===== config.mk =====
export PLATFORM = sky130hd
export DESIGN_NAME = rsrb_bank
export DESIGN_NICKNAME = d
export VERILOG_FILES = /design/src/inc/rsrb_pkg.sv /design/src/hw/rsrb_bank.sv
export SDC_FILE = /design/constraint.sdc
export NUM_CORES = 1
export LEC_CHECK = 0
export BUFFER_PORTS_ARGS = -buffer_cell sky130_fd_sc_hd__buf_4
export CAP_MARGIN = 40
export CORE_UTILIZATION = 59
export DETAILED_ROUTE_END_ITERATION = 8
export PLACE_DENSITY = 0.86
export SLEW_MARGIN = 20
export SYNTH_ARGS = -nofsm -noshare
export SYNTH_HDL_FRONTEND = slang
export SYNTH_SLANG_ARGS = --single-unit

===== constraint.sdc =====
create_clock -name CLOCK -period 6.95 [get_ports CLOCK]
set_input_delay 0.3475 -clock CLOCK [delete_from_list [all_inputs] [get_ports CLOCK]]
set_output_delay 0.3475 -clock CLOCK [all_outputs]
set_load 0.02 [all_outputs]

===== src/inc/rsrb_pkg.sv =====
// Shared constants and carrier types for the receive status readback bank
package rsrb_pkg;

  localparam int ADDR_W = 8;
  localparam int DATA_W = 8;
  localparam int IF_GAIN_W = 7;

  // Read-only status offsets
  localparam logic [7:0] OFS_TEST_BUS = 8'h64;
  localparam logic [7:0] OFS_SIG_QUAL = 8'h66;
  localparam logic [7:0] OFS_RX_SIGNAL = 8'h68;
  localparam logic [7:0] OFS_RX_SERVICE = 8'h6A;
  localparam logic [7:0] OFS_LEN_LOW = 8'h6C;
  localparam logic [7:0] OFS_LEN_HIGH = 8'h6E;
  localparam logic [7:0] OFS_CRC_LOW = 8'h70;
  localparam logic [7:0] OFS_CRC_HIGH = 8'h72;
  localparam logic [7:0] OFS_TX_POWER = 8'h74;
  localparam logic [7:0] OFS_MEAN_POWER = 8'h78;
  localparam logic [7:0] OFS_IF_GAIN = 8'h7A;

  // Writable controls that steer this bank
  localparam logic [7:0] OFS_MP_THRESH = 8'h48;
  localparam logic [7:0] OFS_VIEW_SEL = 8'h62;

  // Field positions
  localparam int VIEW_SEL_BIT = 7;
  localparam int MP_THR_MSB = 7;
  localparam int MP_THR_LSB = 5;

  // Reset values
  localparam logic [7:0] RST_VIEW_SEL = 8'h00;
  localparam logic [7:0] RST_MP_THRESH = 8'h00;
  localparam logic [7:0] RST_STATUS = 8'h00;

  // Counts
  localparam int MP_WINDOW = 15;
  localparam int TXP_AVG_LOG2 = 6;

  typedef enum logic {
    RSRB_VIEW_B,
    RSRB_VIEW_A
  } rsrb_view_e;

  // Fields captured from a received header
  typedef struct packed {
    logic [7:0] signal_f;
    logic [7:0] service_f;
    logic [15:0] length_f;
    logic [15:0] crc_f;
  } rsrb_hdr_s;

  // Measurements from the demodulator datapath
  typedef struct packed {
    logic [7:0] noise_a;
    logic [7:0] noise_b;
    logic [7:0] dc_i;
    logic [7:0] dc_q;
    logic [7:0] mp_metric;
    logic [7:0] pkt_quality;
    logic [7:0] hdr_quality;
    logic [7:0] snr_quality;
  } rsrb_meas_s;

endpackage


===== src/hw/rsrb_bank.sv =====
// Receive and transmit status readback bank with dual-view register mux
// Contract
// - View bit one shows a, zero shows b
// - Test bus register returns live test bus
// - Reg 51: noise A or loop SNR quality
// - Reg 52: noise B or signal field
// - Reg 53: I DC offset or service field
// - Reg 54: Q DC offset or length low
// - Reg 55: multipath metric or length high
// - Reg 56: multipath count or CRC low
// - Reg 57 view b: header CRC high
// - Reg 57 view a: packet quality, read after packet
// - Reg 58: signed transmit power, 64-sample average
// - Reg 60 view a: header quality, read after packet
// - Reg 60 view b: received mean power in dB
// - Reg 61: seven-bit IF gain, bit 7 zero
//
// Strobed register access is this design's own decision.
`timescale 1ns/1ps

module rsrb_bank #(
  parameter int MP_DEPTH = rsrb_pkg::MP_WINDOW,
  parameter int TXP_LOG2 = rsrb_pkg::TXP_AVG_LOG2
) (
  input wire logic CLOCK,
  input wire logic RESET_N,
  input wire logic [rsrb_pkg::ADDR_W-1:0] ADDR,
  input wire logic [rsrb_pkg::DATA_W-1:0] WDATA,
  input wire logic WR_STB,
  input wire logic RD_STB,
  output logic [rsrb_pkg::DATA_W-1:0] RDATA,
  input wire logic [7:0] TEST_BUS,
  input wire rsrb_pkg::rsrb_meas_s MEAS,
  input wire rsrb_pkg::rsrb_hdr_s HDR,
  input wire logic HDR_VALID,
  input wire logic RX_PACKET_ACTIVE,
  input wire logic [7:0] TX_POWER_SAMPLE,
  input wire logic TX_POWER_VALID,
  input wire logic [7:0] RX_MEAN_POWER,
  input wire logic [rsrb_pkg::IF_GAIN_W-1:0] IF_GAIN_CONTROL_OUTPUT,
  output logic VIEW_A
);

  localparam int ACC_W = 8 + TXP_LOG2;
  localparam int CNT_W = $clog2(MP_DEPTH + 1);

  // Counts ones in the multipath history
  function automatic logic [CNT_W-1:0] ones_count(input logic [MP_DEPTH-1:0] v);
    logic [CNT_W-1:0] n;
    n = '0;
    for (int i = 0; i < MP_DEPTH; i++) begin
      n = n + CNT_W'(v[i]);
    end
    return n;
  endfunction

  logic [7:0] view_sel_reg;
  logic [7:0] mp_thresh_reg;
  rsrb_pkg::rsrb_view_e view;
  rsrb_pkg::rsrb_hdr_s hdr_reg;
  logic active_d_reg;
  logic pkt_end;
  logic [7:0] mp_metric_reg;
  logic [7:0] pkt_quality_reg;
  logic [7:0] hdr_quality_reg;
  logic [MP_DEPTH-1:0] mp_hist_reg;
  logic [MP_DEPTH-1:0] mp_hist_next;
  logic [CNT_W-1:0] mp_count_reg;
  logic mp_exceed;
  logic signed [ACC_W-1:0] txp_acc_reg;
  logic signed [ACC_W-1:0] txp_sum;
  logic [TXP_LOG2-1:0] txp_cnt_reg;
  logic [7:0] txp_avg_reg;
  logic [7:0] rd_mux;
  logic [7:0] rdata_reg;

  // Software-written controls; only these two offsets take writes
  always_ff @(posedge CLOCK) begin
    if (!RESET_N) begin
      view_sel_reg <= rsrb_pkg::RST_VIEW_SEL;
      mp_thresh_reg <= rsrb_pkg::RST_MP_THRESH;
    end else if (WR_STB) begin
      if (ADDR == rsrb_pkg::OFS_VIEW_SEL) begin
        view_sel_reg <= WDATA;
      end
      if (ADDR == rsrb_pkg::OFS_MP_THRESH) begin
        mp_thresh_reg <= WDATA;
      end
    end
  end

  // Mux select taken from the top bit of the seed register
  assign view = rsrb_pkg::rsrb_view_e'(view_sel_reg[rsrb_pkg::VIEW_SEL_BIT]);
  assign VIEW_A = (view == rsrb_pkg::RSRB_VIEW_A);

  // Header fields held from one valid header to the next
  always_ff @(posedge CLOCK) begin
    if (!RESET_N) begin
      hdr_reg <= '0;
    end else if (HDR_VALID) begin
      hdr_reg <= HDR;
    end
  end

  // Packet end is the falling edge of the packet-active level
  always_ff @(posedge CLOCK) begin
    if (!RESET_N) begin
      active_d_reg <= 1'b0;
    end else begin
      active_d_reg <= RX_PACKET_ACTIVE;
    end
  end

  assign pkt_end = active_d_reg && !RX_PACKET_ACTIVE;

  // Per-packet metrics are frozen at packet end, so a read after the
  // packet never sees a half-updated figure from the next one
  always_ff @(posedge CLOCK) begin
    if (!RESET_N) begin
      mp_metric_reg <= rsrb_pkg::RST_STATUS;
      pkt_quality_reg <= rsrb_pkg::RST_STATUS;
      hdr_quality_reg <= rsrb_pkg::RST_STATUS;
    end else if (pkt_end) begin
      mp_metric_reg <= MEAS.mp_metric;
      pkt_quality_reg <= MEAS.pkt_quality;
      hdr_quality_reg <= MEAS.hdr_quality;
    end
  end

  // A packet counts when its metric class is above the threshold field
  assign mp_exceed = MEAS.mp_metric[rsrb_pkg::MP_THR_MSB:rsrb_pkg::MP_THR_LSB] >
                     mp_thresh_reg[rsrb_pkg::MP_THR_MSB:rsrb_pkg::MP_THR_LSB];
  assign mp_hist_next = {mp_hist_reg[MP_DEPTH-2:0], mp_exceed};

  // Sliding window of the most recent packets
  always_ff @(posedge CLOCK) begin
    if (!RESET_N) begin
      mp_hist_reg <= '0;
      mp_count_reg <= '0;
    end else if (pkt_end) begin
      mp_hist_reg <= mp_hist_next;
      mp_count_reg <= ones_count(mp_hist_next);
    end
  end

  assign txp_sum = txp_acc_reg + ACC_W'(signed'(TX_POWER_SAMPLE));

  // Block average: result moves only once per full set of samples,
  // trading update rate for a steady reading
  always_ff @(posedge CLOCK) begin
    if (!RESET_N) begin
      txp_acc_reg <= '0;
      txp_cnt_reg <= '0;
      txp_avg_reg <= rsrb_pkg::RST_STATUS;
    end else if (TX_POWER_VALID) begin
      txp_cnt_reg <= txp_cnt_reg + 1'b1;
      if (&txp_cnt_reg) begin
        txp_avg_reg <= txp_sum[ACC_W-1:TXP_LOG2];
        txp_acc_reg <= '0;
      end else begin
        txp_acc_reg <= txp_sum;
      end
    end
  end

  // Read mux; unmapped offsets read zero, the two control offsets read back their values
  always_comb begin
    rd_mux = 8'h00;
    case (ADDR)
      rsrb_pkg::OFS_TEST_BUS: begin
        rd_mux = TEST_BUS;
      end
      rsrb_pkg::OFS_SIG_QUAL: begin
        rd_mux = VIEW_A ? MEAS.noise_a : MEAS.snr_quality;
      end
      rsrb_pkg::OFS_RX_SIGNAL: begin
        rd_mux = VIEW_A ? MEAS.noise_b : hdr_reg.signal_f;
      end
      rsrb_pkg::OFS_RX_SERVICE: begin
        rd_mux = VIEW_A ? MEAS.dc_i : hdr_reg.service_f;
      end
      rsrb_pkg::OFS_LEN_LOW: begin
        rd_mux = VIEW_A ? MEAS.dc_q : hdr_reg.length_f[7:0];
      end
      rsrb_pkg::OFS_LEN_HIGH: begin
        rd_mux = VIEW_A ? mp_metric_reg : hdr_reg.length_f[15:8];
      end
      rsrb_pkg::OFS_CRC_LOW: begin
        rd_mux = VIEW_A ? 8'(mp_count_reg) : hdr_reg.crc_f[7:0];
      end
      rsrb_pkg::OFS_CRC_HIGH: begin
        rd_mux = VIEW_A ? pkt_quality_reg : hdr_reg.crc_f[15:8];
      end
      rsrb_pkg::OFS_TX_POWER: begin
        rd_mux = txp_avg_reg;
      end
      rsrb_pkg::OFS_MEAN_POWER: begin
        rd_mux = VIEW_A ? hdr_quality_reg : RX_MEAN_POWER;
      end
      rsrb_pkg::OFS_IF_GAIN: begin
        rd_mux = {1'b0, IF_GAIN_CONTROL_OUTPUT};
      end
      rsrb_pkg::OFS_VIEW_SEL: begin
        rd_mux = view_sel_reg;
      end
      rsrb_pkg::OFS_MP_THRESH: begin
        rd_mux = mp_thresh_reg;
      end
      default: begin
        rd_mux = 8'h00;
      end
    endcase
  end

  // Read data stands only in the cycle after the strobe
  always_ff @(posedge CLOCK) begin
    if (!RESET_N) begin
      rdata_reg <= 8'h00;
    end else if (RD_STB) begin
      rdata_reg <= rd_mux;
    end else begin
      rdata_reg <= 8'h00;
    end
  end

  assign RDATA = rdata_reg;

  // View a of register 51 follows the antenna A noise floor
  a_view_a_noise: assert property (
    @(posedge CLOCK) disable iff (!RESET_N)
    RD_STB && ADDR == rsrb_pkg::OFS_SIG_QUAL && VIEW_A
    |=> RDATA == $past(MEAS.noise_a))
    else $error("view a of signal quality is not noise A");

  // View b of register 51 follows the loop SNR quality
  a_view_b_snr: assert property (
    @(posedge CLOCK) disable iff (!RESET_N)
    RD_STB && ADDR == rsrb_pkg::OFS_SIG_QUAL && !view_sel_reg[7]
    |=> RDATA == $past(MEAS.snr_quality))
    else $error("view b of signal quality is wrong");

  // Test bus reads live in either view
  a_test_bus_read: assert property (
    @(posedge CLOCK) disable iff (!RESET_N)
    RD_STB && ADDR == rsrb_pkg::OFS_TEST_BUS
    |=> RDATA == $past(TEST_BUS))
    else $error("test bus readback mismatch");

  // Length high byte in view b
  a_len_high_b: assert property (
    @(posedge CLOCK) disable iff (!RESET_N)
    RD_STB && ADDR == rsrb_pkg::OFS_LEN_HIGH && !VIEW_A
    |=> RDATA == $past(hdr_reg.length_f[15:8]))
    else $error("length high byte mismatch");

  // IF gain register keeps bit 7 at zero
  a_if_gain_msb: assert property (
    @(posedge CLOCK) disable iff (!RESET_N)
    RD_STB && ADDR == rsrb_pkg::OFS_IF_GAIN
    |=> RDATA[7] == 1'b0 && RDATA[6:0] == $past(IF_GAIN_CONTROL_OUTPUT))
    else $error("IF gain readback wrong");

  // Average moves only on the last sample of a block
  a_txp_avg_hold: assert property (
    @(posedge CLOCK) disable iff (!RESET_N)
    !$stable(txp_avg_reg)
    |-> $past(TX_POWER_VALID) && $past(txp_cnt_reg) == '1)
    else $error("transmit power average moved mid-block");

  // Multipath count is the ones of the window and never exceeds it
  a_mp_count_ok: assert property (
    @(posedge CLOCK) disable iff (!RESET_N)
    mp_count_reg == ones_count(mp_hist_reg) && mp_count_reg <= MP_DEPTH)
    else $error("multipath count out of step with history");

  // Per-packet quality holds while a packet is active
  a_quality_hold: assert property (
    @(posedge CLOCK) disable iff (!RESET_N)
    RX_PACKET_ACTIVE ##1 RX_PACKET_ACTIVE
    |-> $stable(pkt_quality_reg) && $stable(hdr_quality_reg))
    else $error("quality metric changed during packet");

  // Writes to status offsets leave the controls untouched
  a_write_ignored: assert property (
    @(posedge CLOCK) disable iff (!RESET_N)
    WR_STB && ADDR != rsrb_pkg::OFS_VIEW_SEL && ADDR != rsrb_pkg::OFS_MP_THRESH
    |=> $stable(view_sel_reg) && $stable(mp_thresh_reg))
    else $error("status write disturbed a control register");

  // Read data is zero outside the answer cycle
  a_rdata_idle: assert property (
    @(posedge CLOCK) disable iff (!RESET_N)
    !RD_STB |=> RDATA == 8'h00)
    else $error("read data stands outside its cycle");

  // Writing the seed register moves the view with its top bit
  a_view_write_bit: assert property (
    @(posedge CLOCK) disable iff (!RESET_N)
    WR_STB && ADDR == rsrb_pkg::OFS_VIEW_SEL
    |=> VIEW_A == $past(WDATA[rsrb_pkg::VIEW_SEL_BIT]))
    else $error("view select did not follow the written bit");

  // Register 52 in view a shows the antenna B noise floor
  a_noise_b_view: assert property (
    @(posedge CLOCK) disable iff (!RESET_N)
    RD_STB && ADDR == rsrb_pkg::OFS_RX_SIGNAL && VIEW_A
    |=> RDATA == $past(MEAS.noise_b))
    else $error("view a of signal field is not noise B");

  // Register 52 in view b shows the captured signal field
  a_signal_field_b: assert property (
    @(posedge CLOCK) disable iff (!RESET_N)
    RD_STB && ADDR == rsrb_pkg::OFS_RX_SIGNAL && !VIEW_A
    |=> RDATA == $past(hdr_reg.signal_f))
    else $error("signal field readback mismatch");

  // Register 53 in view a shows the in-phase offset
  a_dc_i_view: assert property (
    @(posedge CLOCK) disable iff (!RESET_N)
    RD_STB && ADDR == rsrb_pkg::OFS_RX_SERVICE && VIEW_A
    |=> RDATA == $past(MEAS.dc_i))
    else $error("in-phase offset readback mismatch");

  // Register 53 in view b shows the captured service field
  a_service_b: assert property (
    @(posedge CLOCK) disable iff (!RESET_N)
    RD_STB && ADDR == rsrb_pkg::OFS_RX_SERVICE && !VIEW_A
    |=> RDATA == $past(hdr_reg.service_f))
    else $error("service field readback mismatch");

  // Register 54 in view a shows the quadrature offset
  a_dc_q_view: assert property (
    @(posedge CLOCK) disable iff (!RESET_N)
    RD_STB && ADDR == rsrb_pkg::OFS_LEN_LOW && VIEW_A
    |=> RDATA == $past(MEAS.dc_q))
    else $error("quadrature offset readback mismatch");

  // Register 54 in view b shows the length low byte
  a_len_low_b: assert property (
    @(posedge CLOCK) disable iff (!RESET_N)
    RD_STB && ADDR == rsrb_pkg::OFS_LEN_LOW && !VIEW_A
    |=> RDATA == $past(hdr_reg.length_f[7:0]))
    else $error("length low byte mismatch");

  // Frozen metric, so a read long after the packet still matches it
  a_mp_metric_a: assert property (
    @(posedge CLOCK) disable iff (!RESET_N)
    RD_STB && ADDR == rsrb_pkg::OFS_LEN_HIGH && VIEW_A
    |=> RDATA == $past(mp_metric_reg))
    else $error("multipath metric readback mismatch");

  // Register 56 in view b shows the header CRC low byte
  a_crc_low_b: assert property (
    @(posedge CLOCK) disable iff (!RESET_N)
    RD_STB && ADDR == rsrb_pkg::OFS_CRC_LOW && !VIEW_A
    |=> RDATA == $past(hdr_reg.crc_f[7:0]))
    else $error("header CRC low byte mismatch");

  // Register 57 in view b shows the header CRC high byte
  a_crc_high_b: assert property (
    @(posedge CLOCK) disable iff (!RESET_N)
    RD_STB && ADDR == rsrb_pkg::OFS_CRC_HIGH && !VIEW_A
    |=> RDATA == $past(hdr_reg.crc_f[15:8]))
    else $error("header CRC high byte mismatch");

  // Register 57 in view a shows the frozen packet quality
  a_pkt_quality_a: assert property (
    @(posedge CLOCK) disable iff (!RESET_N)
    RD_STB && ADDR == rsrb_pkg::OFS_CRC_HIGH && VIEW_A
    |=> RDATA == $past(pkt_quality_reg))
    else $error("packet quality readback mismatch");

  // Transmit power reads the same average in both views
  a_tx_power_read: assert property (
    @(posedge CLOCK) disable iff (!RESET_N)
    RD_STB && ADDR == rsrb_pkg::OFS_TX_POWER
    |=> RDATA == $past(txp_avg_reg))
    else $error("transmit power readback mismatch");

  // Register 60 in view b passes the live mean power
  a_mean_power_b: assert property (
    @(posedge CLOCK) disable iff (!RESET_N)
    RD_STB && ADDR == rsrb_pkg::OFS_MEAN_POWER && !VIEW_A
    |=> RDATA == $past(RX_MEAN_POWER))
    else $error("mean power readback mismatch");

endmodule


Word level (Yosys, flattened, before mapping)
Index checks and enable logic that the tools add are counted.

storage, ports and cells
  logic and storage cells = 63
  flip-flop bits (word level) = 143
  input port bits = 166
  output and inout bits = 9

operators by class
  order comparisons = 1
  equality and inequality tests = 13
  multiplexer cells = 10
  add/subtract/negate cells = 16
  reductions and logical operators = 7

operator list
  operator                                             number
  equality test 8 x 7 -> 1 bit, second input constant  13
  case mux 8 bit (13 select lines)                     1
  2-to-1 mux 8 bit                                     8
  adder 4 x 1 -> 4 bit                                 11
  adder 14 x 8 -> 14 bit                               1
  2-to-1 mux 14 bit                                    1
  AND reduction 7 bit                                  1
  adder 6 x 1 -> 6 bit, second input constant          1
  AND reduction 2 bit                                  3
  AND reduction 6 bit                                  1
  adder 3 x 1 -> 4 bit                                 1
  adder 2 x 1 -> 3 bit                                 1
  greater-than comparator 3 bit                        1
  adder 1 x 1 -> 2 bit                                 1
  logical AND 1 bit                                    1
  zero test 1 bit                                      1

Depth between registers and ports, before layout
Gate-level depths: netlist (run 1).

  word-level depth = 15
  mapped depth = 16
  depth with buffers taken out = 16

Worst setup path after synthesis (run 1)
OpenSTA, ideal clock, no wires.

  path type = register to register
  start = reg mp_thresh_reg[6]
  end = reg mp_count_reg[2]
  period minus slack after synthesis = 3.771 ns
  buffers on the path = 0
  library setup time = 0.076 ns
  stages on the path, launching flop included = 15
  setup slack = 3.179 ns
  arrival = 3.696 ns
  data required time = 6.874 ns
  path through = dfxtp_1 inv_1 ha_1 nor2b_1 o21ai_0 inv_1 o21ai_0 fa_1 fa_1 fa_1 fa_1 fa_1 xnor2_1 nand2_1 a21boi_0

on the way
  cells in the longest elaborated chain, start to end = 15

ends and longest elaborated chain
  what                                 RTL line          source
  from (decl)                          rsrb_bank.sv:58   logic [7:0] mp_thresh_reg;
  from (signal assigned)               rsrb_bank.sv:81   mp_thresh_reg <= rsrb_pkg::RST_MP_THRESH;
  greater-than comparator 3 bit        rsrb_bank.sv:131  assign mp_exceed = MEAS.mp_metric[rsrb_pkg::MP_THR_MSB:rsrb_pkg::MP_THR_LSB] >
  adder 1 x 1 -> 2 bit                 rsrb_bank.sv:52   n = n + CNT_W'(v[i]);
  adder 2 x 1 -> 3 bit                 rsrb_bank.sv:52
  adder 3 x 1 -> 4 bit                 rsrb_bank.sv:52
  adder 4 x 1 -> 4 bit (11 in series)  rsrb_bank.sv:52
  to (signal assigned)                 rsrb_bank.sv:142  mp_count_reg <= ones_count(mp_hist_next);
  to (decl)                            rsrb_bank.sv:68   logic [CNT_W-1:0] mp_count_reg;

No other way between the ends.
A chain may end at the register's enable or synchronous reset.

Worst setup path in the final report (run 1)
Same ends and word-level chain as after synthesis.

==> summary.md, run 1 <==
| Metric | Value |
|---|---|
| Worst-case clock buffer depth | 2 |
| Post-synth EDFFs | 0 |
| Main synth FF type | sky130_fd_sc_hd__dfxtp_1 |
| Combinational family with the most area after synthesis | simple AND/OR/NAND/NOR gates |
| Worst path cell trace | inv_1 -> ha_1 -> nor2b_1 -> o21ai_0 -> inv_1 -> o21ai_0 -> fa_1 -> fa_1 -> fa_1 -> fa_1 -> fa_1 -> xnor2_1 -> nand2_1 -> a21boi_0 |
| Portion of netlist area occupied by mux cells | between 10% and 20% |
| Slew HR | ~44% |
| CTS hold repair buffers | 0 |
| Number of flip-flops and latches in the synthesized netlist | between 100 and 150 |
| Leakage Power | 3.94 nW |
| Total track usage | 32.6% |
| Avg Cell Area, Syn | between 8 and 9 µm² |
| Worst setup SP type | flip-flop |
| Power density of the placed cells | ~210 mW/mm² |
| Max Slew Vio Count | 0 |
| Asr flop ratio synth | 0% |
| Global placer's final weighted congestion | about 0.98 |
| Die Width | roughly 120 µm |
| Max-capacitance violation count | 0 |
| Number of antenna violations at the first check in global routing | 0 |
| Portion of the post-synthesis area used by sequential elements | between 30 and 40% |
| Die area | between 0.01 and 0.015 mm² |
| Int Power | 1.54 mW |
| Number of global-route vias before repair | 6893 |
| Resized Gates After CTS | 0 |
| Pin count of the biggest net entering global routing | 88 |
| Final Core Density | between 70% and 80% |
| Cell class contributing the biggest share of worst-path delay | adder cells |
| Worst-path clk slew | approximately 60 ps |
| Number of nets in the layout | between 1000 and 1500 |
| Count of nets left with antenna violations after detail routing | 0 |
| Area delta synth->final | 23.9% |
| Final critical-path required period | 4260 ps |
| Worst min-delay path category | in -> reg |
| TritonCTS Sinks | around 140 |
| Highest-delay cell along the critical path | sky130_fd_sc_hd__fa_1 |
| Number of DRC markers in iteration 0 | approximately 620 |
| Most common library cells after synthesis | sky130_fd_sc_hd__dfxtp_1 (143), sky130_fd_sc_hd__nand2_1 (123), sky130_fd_sc_hd__mux2i_1 (109), sky130_fd_sc_hd__nor2b_1 (69), sky130_fd_sc_hd__a21boi_0 (48) |
| Number of flip-flops in the largest register | 48 |
| Finish-stage setup viols | 0 |
| Estimated wirelength of the detail-placed design | ~16 mm |
| Number of core rows | 42 |
| Post-Synth XOR/XNOR Area | under 10% |
| Filler Cell Count | slightly below 1000 |
| Initial Util | 60.1% |
| Total negative setup slack | 0 ps |
| Sequential group share of total power | a little over two fifths |
| Fmax | between 200 and 250 MHz |
| Yosys warning count | 0 |
| Crit Path Category | reg -> reg |
| Largest area contributor in the synthesized netlist | sky130_fd_sc_hd__dfxtp_1 |
| Synthesized-area fraction occupied by ao, oa, aoi and oai cells | 17.4% |
| Hold Worst Slack | 147 ps |
| Highest net fanout along the worst path | 3 |
| VDD IR max | between 150 and 200 µV |
| Count of vias placed by the detailed router | 7247 |
| Hold Violations, Final | 0 |
| Number of H-tree levels | 4 |
| Type of element capturing the critical path | flip-flop |
| Number of cells produced by synthesis | approximately 900 |
| Setup ws final | between 2000 and 3000 ps |
| Antenna diode count | 0 |
| Post-Synthesis Cell Area | 0.00793 mm² |
| R2R Setup Slk | about 2700 ps |
| Startpoint of the lowest-slack hold path | RX_PACKET_ACTIVE |
| Clock insertion delay at the later pin of the skew report | around 430 ps |
| Beginning of the critical path | mp_thresh_reg[6] |
| Fraction of final layout cells sized beyond drive strength 1 | ~22% |
| Count of distinct cell types in the synthesized netlist | 75 |
| Psw | 0.532 mW |
| Comb pwr share | ~15% |
| Main area contributors after synthesis | sky130_fd_sc_hd__dfxtp_1 (36%), sky130_fd_sc_hd__mux2i_1 (14%), sky130_fd_sc_hd__nand2_1 (5.8%), sky130_fd_sc_hd__nor2b_1 (5.4%), sky130_fd_sc_hd__a21boi_0 (4.5%) |
| Core footprint | ~0.013 mm² |
| Clk pwr share | a little over two fifths |
| Cell seen most often among critical-path stages | sky130_fd_sc_hd__fa_1 |
| I/O pin count | around 180 |
| Net count of the mapped netlist | ~1100 |
| Detailed-route wire length | 22.5 mm |
| Area share of and/or/nand/nor cells after synthesis | approximately a fifth |
| Data required time at the worst endpoint | roughly 7300 ps |
| Setup Buffers After CTS | 0 |
| Area fraction of the dominant cell type after synthesis | 36.1% |
| Die height | 118 µm |
| Count of TritonRoute iterations in the first routing pass | 6 |
| Root buffer selected by CTS | sky130_fd_sc_hd__clkbuf_16 |
| Setup skew after layout | around 7.3 ps |
| Total overflow reported by the global router | 0 |
| Clock tree from TritonCTS | done |
| Cts bufs inserted | 17 |
| Total Power Consumption | roughly 2.1 mW |
| Vias per cell | around 5.9 |
| Most instantiated library cell after synthesis | sky130_fd_sc_hd__dfxtp_1 |
| Adder-cell share of the synthesized area | under 10% |
| Count of port buffers added during placement | around 170 |
| DR DRC count | 0 |
| Startpoint of the worst-slack reg-to-reg timing path | mp_thresh_reg[6] |
| Worst setup timing slack at the placement stage | 2650 ps |
| Crit share post-route | between 60 and 70% |
| Sw Share | ~26% |
| First-pass GRT wire length | approximately 35 mm |
| Run status | finished, final reports clean |
| WL per Instance | between 15 and 20 µm |
| Arrival time at the worst endpoint | about 4600 ps |
| Tightest Pin Transition | between 800 and 900 ps |
| Setup repair after global routing missed its margin | no |
| Count of buffer and inverter cells on the critical path | 2 |
| Critical path's largest stage delay | roughly 540 ps |
## area by class of cell
| class | count | area (µm²) | area share (%) |
|---|---|---|---|
| Clock inverter | 12 | 120 | 1.22 |
| Clock buffer | 20 | 437 | 4.44 |
| Tap cell | 176 | 220 | 2.24 |
| Sequential cell | 143 | 2870 | 29.2 |
| Multi-Input combinational cell | 662 | 4710 | 47.9 |
| Inverter | 34 | 128 | 1.30 |
| Timing Repair Buffer | 180 | 1350 | 13.7 |
## worst reg2reg max path, delay by kind of cell (launching register included)
kind / cells / cell delay (ps)
xor gates and xnor gates: 1 / 190
adders and majority gates: 6 / 2580
and+or+nand+nor: 2 / 210
DFF: 1 / 360
AOI/OAI and AO/OA: 3 / 710
buffers and inverters: 2 / 120
## per-stage QoR
| stage | instances | instance area (µm²) |
|---|---|---|
| after floorplan | 896 | 7930 |
| after global placement | 1195 | 9270 |
| after detailed placement | 1195 | 9270 |
| after CTS | 1227 | 9830 |
| after global routing | 1227 | 9830 |
| final | 1227 | 9830 |
## kinds of logic (layout without fill, tap and decap cells)
group | count (synthesis) | in the layout
compound gates | 197 | 197
xor+xnor | 12 | 12
fa+ha+maj | 30 | 30
buf+inv | 91 | 246
flops | 143 | 143
mux | 112 | 112
simple gates | 311 | 311
## cells in the final DEF, fill, tap and decap left out, drive strengths merged, types with 9 or more instances in the layout
| cell | Yosys | final |
|---|---|---|
| dfxtp | 143 | 143 |
| a22oi | 14 | 14 |
| nand2 | 123 | 123 |
| inv | 34 | 34 |
| fa | 11 | 11 |
| and2 | 18 | 18 |
| mux2i | 109 | 109 |
| buf | 17 | 180 |
| a21oi | 22 | 22 |
| clkbuf | 40 | 20 |
| a21boi | 48 | 48 |
| nand3 | 28 | 28 |
| clkinv | 0 | 9 |
| nor2b | 70 | 70 |
| o21ai | 33 | 33 |
| o22ai | 24 | 24 |
| nor2 | 33 | 33 |
| ha | 19 | 19 |
## path summary, 6_finish.rpt
kind                endpoint  cells after the start
min             active_d_reg                      2
max reg2reg  mp_count_reg[2]                     14
max          mp_count_reg[2]                     14
min reg2reg  mp_hist_reg[13]                      2
## power groups by stage
| stage | registers [mW] | logic, mW | clock network, mW |
|---|---|---|---|
| 5_1_grt | 0.879 | 0.345 | 0.918 |
| 6_report | 0.877 | 0.318 | 0.874 |
| 3_3_place_gp | 0.892 | 0.304 | 0 |
| 2_1_floorplan | 0.885 | 0.190 | 0 |
| 4_1_cts | 0.876 | 0.312 | 0.879 |
| 3_5_place_dp | 0.893 | 0.309 | 0 |
## layer usage
layer | up-vias | global-route usage [%] | wire (µm)
met5 | - | 0 | 0
met4 | 0 | 16.7 | 911
met3 | 68 | 6.69 | 1800
met2 | 356 | 51.8 | 10400
met1 | 3387 | 41.9 | 9310
li1 | 3436 | - | -
Note: power is estimated with default switching activity, not from simulation.
==> run 2: changes to the inputs <==
CORE_UTILIZATION = 50   (was 59)
PLACE_DENSITY = 0.77   (was 0.86)
clock period = 3.77 ns   (was 6.95 ns; I/O delays follow)
==> run 2 against run 1 <==
Effect of this change:
- register-to-register slack worse by 2600 ps
- clock power grew 98%
- wire length grew 1.6%
- critical path depth shrank 1
- via count is 3.8% lower
- final cell count rose by 3.3%
- largest cell class unchanged
==> summary.md, run 2 (synthesis results as in run 1) <==
| Metric | Value |
|---|---|
| Run status | finished, final reports clean |
| Placed insts | 1234 (+3.3%) |
| Comb pwr share | 14.9% (-0.5 points) |
| Total track usage | 28.7% (-3.9 points) |
| Startpoint of the worst-slack reg-to-reg timing path | mp_thresh_reg[6] |
| Leading cell type in the layout, fill and taps excluded | sky130_fd_sc_hd__buf_4 |
| Setup ws final | 104 ps (-2580 ps) |
| Cts bufs inserted | 17 (unchanged) |
| Count of TritonRoute iterations in the first routing pass | 5 (-1) |
| Setup repair after global routing missed its margin | yes |
| Power density of the placed cells | 392 mW/mm² (+86%) |
| WL per Instance | 18.0 µm (-1.6%) |
| Crit Path Category | reg -> reg |
| Number of global-route vias before repair | 6755 (-2.0%) |
| Worst setup SP type | flip-flop |
| Tightest Pin Transition | 847 ps (+10.2 ps) |
| Leakage Power | 4.00 nW (+1.5%) |
| Number of core rows | 45 (+7.1%) |
| Die Width | 128 µm (+8.5%) |
| Cell class contributing the biggest share of worst-path delay | adder cells |
| Cell seen most often among critical-path stages | sky130_fd_sc_hd__fa_1 |
| Highest net fanout along the worst path | 2 (-1) |
| Count of vias placed by the detailed router | 6974 (-3.8%) |
| Number of flip-flops in the largest register | 48 (unchanged) |
| Sw Share | 24.6% (-1.1 points) |
| Crit share post-route | 97.3% (+36 points) |
| Die area | 0.0164 mm² (+18%) |
| Antenna diode count | 0 (unchanged) |
| Top library cells by usage in the layout, fill and taps aside | sky130_fd_sc_hd__buf_4 (185), sky130_fd_sc_hd__dfxtp_1 (141), sky130_fd_sc_hd__nand2_1 (122), sky130_fd_sc_hd__mux2i_1 (109), sky130_fd_sc_hd__nor2b_1 (67) |
| Pin count of the biggest net entering global routing | 59 (-33%) |
| Count of nets left with antenna violations after detail routing | 0 (unchanged) |
| Worst setup timing slack at the placement stage | -140 ps (-2790 ps) |
| VDD IR max | 327 µV (+81%) |
| Core footprint | 0.0154 mm² (+17%) |
| Number of H-tree levels | 4 (unchanged) |
| Worst path cell trace | inv_2 -> ha_4 -> nor2b_4 -> o21ai_2 -> inv_1 -> o21ai_2 -> fa_1 -> fa_1 -> fa_1 -> fa_2 -> fa_2 -> nand2_2 -> o211a_1 |
| I/O pin count | 175 (unchanged) |
| Setup skew after layout | 8.14 ps (+0.795 ps) |
| Area delta synth->final | 26.2% |
| Number of DRC markers in iteration 0 | 424 (-32%) |
| Int Power | 2.96 mW (+93%) |
| Startpoint of the lowest-slack hold path | MEAS[26] |
| Final critical-path required period | 3670 ps (-595 ps) |
| Finish-stage setup viols | 0 (unchanged) |
| Root buffer selected by CTS | sky130_fd_sc_hd__clkbuf_16 |
| Psw | 0.965 mW (+81%) |
| Detailed-route wire length | 22.8 mm (+1.6%) |
| First-pass GRT wire length | 35.6 mm (+1.1%) |
| Total Power Consumption | 3.92 mW (+90%) |
| Highest-delay cell along the critical path | sky130_fd_sc_hd__fa_2 |
| Sequential group share of total power | 41.1% (-1.3 points) |
| DR DRC count | 0 (unchanged) |
| Clk pwr share | 44.0% (+1.7 points) |
| Fmax | 273 MHz (+16%) |
| Number of antenna violations at the first check in global routing | 0 (unchanged) |
| TritonCTS Sinks | 143 (unchanged) |
| Arrival time at the worst endpoint | 3990 ps (-620 ps) |
| Vias per cell | 5.50 (-6.8%) |
| Worst-case clock buffer depth | 2 (unchanged) |
| Clock insertion delay at the later pin of the skew report | 430 ps (about the same) |
| Count of port buffers added during placement | 174 (unchanged) |
| Hold Violations, Final | 0 (unchanged) |
| Global placer's final weighted congestion | 1.00 (+2.1%) |
| Worst min-delay path category | in -> reg |
| Critical path's largest stage delay | 580 ps (+40 ps) |
| Die height | 128 µm (+8.5%) |
| Max Slew Vio Count | 0 (unchanged) |
| Data required time at the worst endpoint | 4090 ps (-3210 ps) |
| Count of buffer and inverter cells on the critical path | 2 (unchanged) |
| Slew HR | 43.5% (-0.68 points) |
| Worst-path clk slew | 60 ps (about the same) |
| Initial Util | 51.6% (-8.5 points) |
| Total negative setup slack | 0 ps (unchanged) |
| Total overflow reported by the global router | 0 (unchanged) |
| Number of nets in the layout | 1240 (+0.49%) |
| Fraction of final layout cells sized beyond drive strength 1 | 22.8% (+1.3 points) |
| Post-route non-filler standard cell count | 1267 (+3.3%) |
| Max-capacitance violation count | 0 (unchanged) |
| Clock tree from TritonCTS | done |
| Type of element capturing the critical path | flip-flop |
| Beginning of the critical path | mp_thresh_reg[6] |
| Estimated wirelength of the detail-placed design | 17.1 mm (+5.2%) |
[run 2: cell types whose count changed in the layout (fill, tap and decap cells not counted), sizes merged]
cell / previous run / this run
clkinv: 9 / 2
buf: 180 / 185
clkinvlp: 1 / 4
clkbuf: 20 / 22
bufinv: 2 / 3
dlygate4sd3: 0 / 1
[run 2: final timing paths]
kind	endpoint	slack, ps	cells after the start
worst max-delay path	mp_count_reg[1]	100	13
worst min-delay path	mp_metric_reg[2]	10	3
worst max register to register	mp_count_reg[1]	100	13
worst min register to register	pkt_quality_reg[0]	460	2
[run 2: per-layer routing]
layer  share of wire (%)  global-route usage (%)  vias up
li1                    -                       -     3447
met1                  43                    36.2     3237
met2                  47                    46.8      245
met3                 7.5                    6.93       45
met4                 2.8                    12.0        0
met5                   0                       0        -
[run 2: layout make-up]
cell class | count | area, µm²
Timing Repair Buffer | 186 | 1400
Inverter | 34 | 128
Clock inverter | 9 | 134
Fill cell | 1358 | 5360
Tap cell | 211 | 264
Sequential cell | 143 | 2870
Clock buffer | 22 | 474
Multi-Input combinational cell | 662 | 4750
[run 2: through the flow]
stage | utilization (%) | cell area, µm² | hold WS (ps)
2_1_floorplan | - | 7930 | 310
3_3_place_gp | 60.8 | 9350 | 415
3_5_place_dp | 60.8 | 9350 | 427
4_1_cts | 65.0 | 9990 | 7.85
5_1_grt | 65.2 | 10000 | 23.6
6_report | 65.2 | 10000 | 14.2
[run 2: power groups by stage]
stage          Sequential [mW]  Combinational, mW  Clock (mW)
2_1_floorplan             1.63              0.351           0
3_3_place_gp              1.64              0.568           0
3_5_place_dp              1.65              0.575           0
4_1_cts                   1.61              0.581        1.74
5_1_grt                   1.62              0.638        1.82
6_report                  1.61              0.584        1.73
[run 2: worst min-delay path: cells and delay by family]
kind	cells	cell delay, ps
AND/OR/NAND/NOR	1	40
AO/OA/AOI/OAI	1	60
buffers and inverters	1	110
[run 2: what timing repair did]
action / 4_1_cts / 5_1_grt
setup endpoints to repair: 2 / 2
setup buffers: 0 / 1
endpoints found under the hold margin: 1 / 0
hold buffers: 1 / 0
pin swaps: 6 / 8
gates resized for setup: 6 / 7
==> run 3: changes to the inputs <==
ABC_AREA = 1   (was not set)
CORE_UTILIZATION = 49   (was 50)
PLACE_DENSITY = 0.76   (was 0.77)
==> run 3 against run 2 <==
Effect of this change:
- the flow now finishes with violations (hold timing)
- highest routed layer unchanged
- clock-buffer cell count is the same
- area after synthesis shrank 3.9%
- largest cell class unchanged
- core utilization grew 1.8 points
- die area shrank 1.9%
- fmax grew 3.3%
- global-route usage grew 1.1 points
==> summary.md, run 3 <==
| Metric | Value |
|---|---|
| WL met2 | 11.3 mm (+5.5%) |
| Worst min-delay path category | in -> reg |
| Endpoint of the most critical setup path | mp_count_reg[2] |
| Total track usage | 29.7% (+1.1 points) |
| Sequential group share of total power | 41.1% (about the same) |
| Endpoint of the worst register-to-register path | mp_count_reg[2] |
| Core footprint | 0.0152 mm² (-1.1%) |
| Clk pwr share | 42.3% (-1.7 points) |
| Total overflow reported by the global router | 0 (unchanged) |
| Number of flip-flops in the largest register | 48 (unchanged) |
| Final critical-path required period | 3550 ps (-119 ps) |
| Run status | complete, but fails checks |
| Placed insts | 1511 (+22%) |
| Top layer reached by signal wires | met4 |
| Comb pwr share | 16.6% (+1.7 points) |
| Largest area contributor in the synthesized netlist | sky130_fd_sc_hd__dfxtp_1 |
| Worst-case clock buffer depth | 2 (unchanged) |
| Net count of the mapped netlist | 1387 (+27%) |
| Global placer's final weighted congestion | 0.901 (-9.9%) |
| Total Power Consumption | 3.97 mW (+1.2%) |
| Number of nets in the layout | 1589 (+28%) |
| Crit Path Category | reg -> reg |
| Top library cells by usage in the layout, fill and taps aside | sky130_fd_sc_hd__nand2_1 (348), sky130_fd_sc_hd__nor2_1 (212), sky130_fd_sc_hd__buf_4 (181), sky130_fd_sc_hd__dfxtp_1 (142), sky130_fd_sc_hd__o21ai_0 (129) |
| Count of nets left with antenna violations after detail routing | 0 (unchanged) |
| Vias per cell | 5.18 (-5.8%) |
| Clock tree from TritonCTS | done |
| Setup repair after global routing missed its margin | no |
| Psw | 1.05 mW (+8.8%) |
| Hold Violations, Final | 1 (+1) |
| Pin count of the biggest net entering global routing | 86 (+46%) |
| Detailed-route wire length on metal 1 | 9.93 mm (+2.1%) |
| Highest net fanout along the worst path | 3 (+1) |
| WL per Instance | 14.7 µm (-19%) |
| Crit share post-route | 94.1% (-3.1 points) |
| Data required time at the worst endpoint | 4070 ps (-20 ps) |
| Reg2Reg Depth | 12 (-1) |
| TritonCTS Sinks | 143 (unchanged) |
| DR WL met3 | 1.42 mm (-17%) |
| Worst path depth | 12 (-1) |
| Number of antenna violations at the first check in global routing | 0 (unchanged) |
| Finish-stage setup viols | 0 (unchanged) |
| Count of vias placed by the detailed router | 8261 (+18%) |
| Fraction of final layout cells sized beyond drive strength 1 | 16.3% (-6.5 points) |
| Max Slew Vio Count | 0 (unchanged) |
| Number of cells produced by synthesis | 1191 (+33%) |
| Sw Share | 26.4% (+1.8 points) |
| Power density of the placed cells | 390 mW/mm² (-0.40%) |
| Total negative setup slack | 0 ps (unchanged) |
| Antenna diode count | 0 (unchanged) |
| Clock insertion delay at the later pin of the skew report | 440 ps (about the same) |
| Asr flop ratio synth | 0% (unchanged) |
| Main synth FF type | sky130_fd_sc_hd__dfxtp_1 |
| I/O pin count | 175 (unchanged) |
| Setup skew after layout | 6.18 ps (-1.96 ps) |
| Post-Layout Inst Area | 0.0102 mm² (+1.6%) |
| Highest-delay cell along the critical path | sky130_fd_sc_hd__fa_1 |
| Count of port buffers added during placement | 174 (unchanged) |
| Area delta synth->final | 33.5% |
| Cell class contributing the biggest share of worst-path delay | adder cells |
| Post-route non-filler standard cell count | 1594 (+26%) |
| Beginning of the critical path | mp_thresh_reg[7] |
| Violated checks | hold timing |
| Count of buffer and inverter cells on the critical path | 1 (-1) |
| Worst setup SP type | flip-flop |
| Number of H-tree levels | 4 (unchanged) |
| Type of element capturing the critical path | flip-flop |
| Cts bufs inserted | 17 (unchanged) |
| Setup Buffers After CTS | 0 (unchanged) |
| Avg Cell Area, Syn | 6.40 µm² (-28%) |
| Setup ws final | 222 ps (+119 ps) |
| Tightest Pin Transition | 759 ps (-87.7 ps) |
| Arrival time at the worst endpoint | 3850 ps (-140 ps) |
| Number of core rows | 45 (unchanged) |
| Leakage Power | 4.95 nW (+24%) |
| Number of flip-flops and latches in the synthesized netlist | 143 (unchanged) |
| Area fraction of the dominant cell type after synthesis | 37.6% (+1.5 points) |
| Slew HR | 49.4% (+5.8 points) |
| Startpoint of the worst-slack reg-to-reg timing path | mp_thresh_reg[7] |
| Count of TritonRoute iterations in the first routing pass | 5 (unchanged) |
| Main area contributors after synthesis | sky130_fd_sc_hd__dfxtp_1 (38%), sky130_fd_sc_hd__nand2_1 (17%), sky130_fd_sc_hd__nor2_1 (10%), sky130_fd_sc_hd__o21ai_0 (8.5%), sky130_fd_sc_hd__nand3_1 (5.0%) |
| Most instantiated library cell after synthesis | sky130_fd_sc_hd__nand2_1 |
| Root buffer selected by CTS | sky130_fd_sc_hd__clkbuf_16 |
| Die area | 0.0161 mm² (-1.9%) |
| Placed Area | 0.00908 mm² (-2.9%) |
| Worst-path clk slew | 60 ps (about the same) |
| Post-synth EDFFs | 0 (unchanged) |
| Leading cell type in the layout, fill and taps excluded | sky130_fd_sc_hd__nand2_1 |
| Int Power | 2.92 mW (-1.3%) |
| Detailed-route wire length | 23.4 mm (+2.5%) |
| R2R Setup Slk | 220 ps (+120 ps) |
| Most common library cells after synthesis | sky130_fd_sc_hd__nand2_1 (348), sky130_fd_sc_hd__nor2_1 (213), sky130_fd_sc_hd__dfxtp_1 (143), sky130_fd_sc_hd__o21ai_0 (130), sky130_fd_sc_hd__inv_1 (93) |
| Estimated wirelength of the detail-placed design | 16.1 mm (-5.5%) |
| Worst setup timing slack at the placement stage | 105 ps (+245 ps) |
| Portion of the post-synthesis area used by sequential elements | 37.6% (+1.5 points) |
| Yosys warning count | 0 (unchanged) |
| Fmax | 282 MHz (+3.3%) |
| Max-capacitance violation count | 0 (unchanged) |
| Cell seen most often among critical-path stages | sky130_fd_sc_hd__fa_1 |
| Hold Worst Slack | -6.25 ps (-20.4 ps) |
| Die Width | 127 µm (-0.97%) |
| Worst path cell trace | inv_1 -> ha_1 -> nand2_1 -> o21ai_1 -> nand2_1 -> fa_1 -> fa_1 -> fa_1 -> fa_2 -> fa_1 -> xor2_1 -> a21oi_1 |
| Initial Util | 50.1% (-1.5 points) |
| Final Core Density | 66.9% (+1.8 points) |
| Post-Synthesis Cell Area | 0.00762 mm² (-3.9%) |
| Number of global-route vias before repair | 7700 (+14%) |
| Number of DRC markers in iteration 0 | 827 (+95%) |
| First-pass GRT wire length | 37.3 mm (+4.8%) |
| Count of distinct cell types in the synthesized netlist | 27 (-64%) |
| VDD IR max | 352 µV (+7.8%) |
| Critical path's largest stage delay | 540 ps (-40 ps) |
| DR DRC count | 0 (unchanged) |
| Die height | 127 µm (-0.97%) |
## run 3: what timing repair did
item / in CTS / in global routing
gates resized for setup: 0 / 2
setup endpoints to repair: 0 / 1
hold endpoints to repair: 50 / 0
hold buffers: 50 / 0
## run 3: routing by layer
layer / vias to the layer above / track usage, %
li1: 4183 / -
met1: 3696 / 37.3
met2: 323 / 49.7
met3: 59 / 5.57
met4: 0 / 13.6
met5: - / 0
## run 3: logic make-up (layout without fill, tap and decap cells)
logic type | count (synthesis) | in the layout | synth area share [%]
flip-flops | 143 | 143 | 37.6
AO/OA/AOI/OAI | 203 | 203 | 13.3
adder cells (fa/ha/maj) | 30 | 30 | 6.01
multiplexers | 7 | 7 | 0.919
AND/OR/NAND/NOR | 655 | 655 | 34.3
XOR/XNOR | 3 | 3 | 0.345
buffers and inverters | 150 | 365 | 7.55
## run 3: how the worst min path moves through the flow
stage               depth (start not counted)  slack, ps                  to              from
detailed placement                          3        390        active_d_reg  RX_PACKET_ACTIVE
CTS                                         3        0.2         hdr_reg[30]           HDR[30]
finish                                      3         -6  pkt_quality_reg[1]          MEAS[17]
floorplan                                   1        280      txp_cnt_reg[0]    TX_POWER_VALID
global placement                            3        380        active_d_reg  RX_PACKET_ACTIVE
global route                                3         20  pkt_quality_reg[2]          MEAS[18]
## run 3: area by class of cell
| cell class | instances | area [µm²] |
|---|---|---|
| flip-flops and latches | 143 | 2860 |
| multi-input cells | 898 | 4190 |
| fillers | 1355 | 5030 |
| repair buffers | 234 | 1930 |
| clock buffers | 22 | 474 |
| clock inverters | 10 | 111 |
| well taps | 188 | 235 |
| inverters | 99 | 372 |
## run 3: power by group through the flow
stage,Sequential (mW),Combinational (mW),Clock [mW]
2_1_floorplan,1.65,0.366,0
3_3_place_gp,1.66,0.585,0
5_1_grt,1.64,0.744,1.75
3_5_place_dp,1.66,0.604,0
6_report,1.63,0.659,1.68
4_1_cts,1.63,0.650,1.68
## run 3: worst reg2reg max path: stages (launching register included)
cell and delay [ps]:
sky130_fd_sc_hd__dfxtp_1 310, sky130_fd_sc_hd__inv_1 60, sky130_fd_sc_hd__ha_1 310, sky130_fd_sc_hd__nand2_1 50, sky130_fd_sc_hd__o21ai_1 120, sky130_fd_sc_hd__nand2_1 110, sky130_fd_sc_hd__fa_1 510, sky130_fd_sc_hd__fa_1 540
sky130_fd_sc_hd__fa_1 430, sky130_fd_sc_hd__fa_2 370, sky130_fd_sc_hd__fa_1 390, sky130_fd_sc_hd__xor2_1 150, sky130_fd_sc_hd__a21oi_1 80
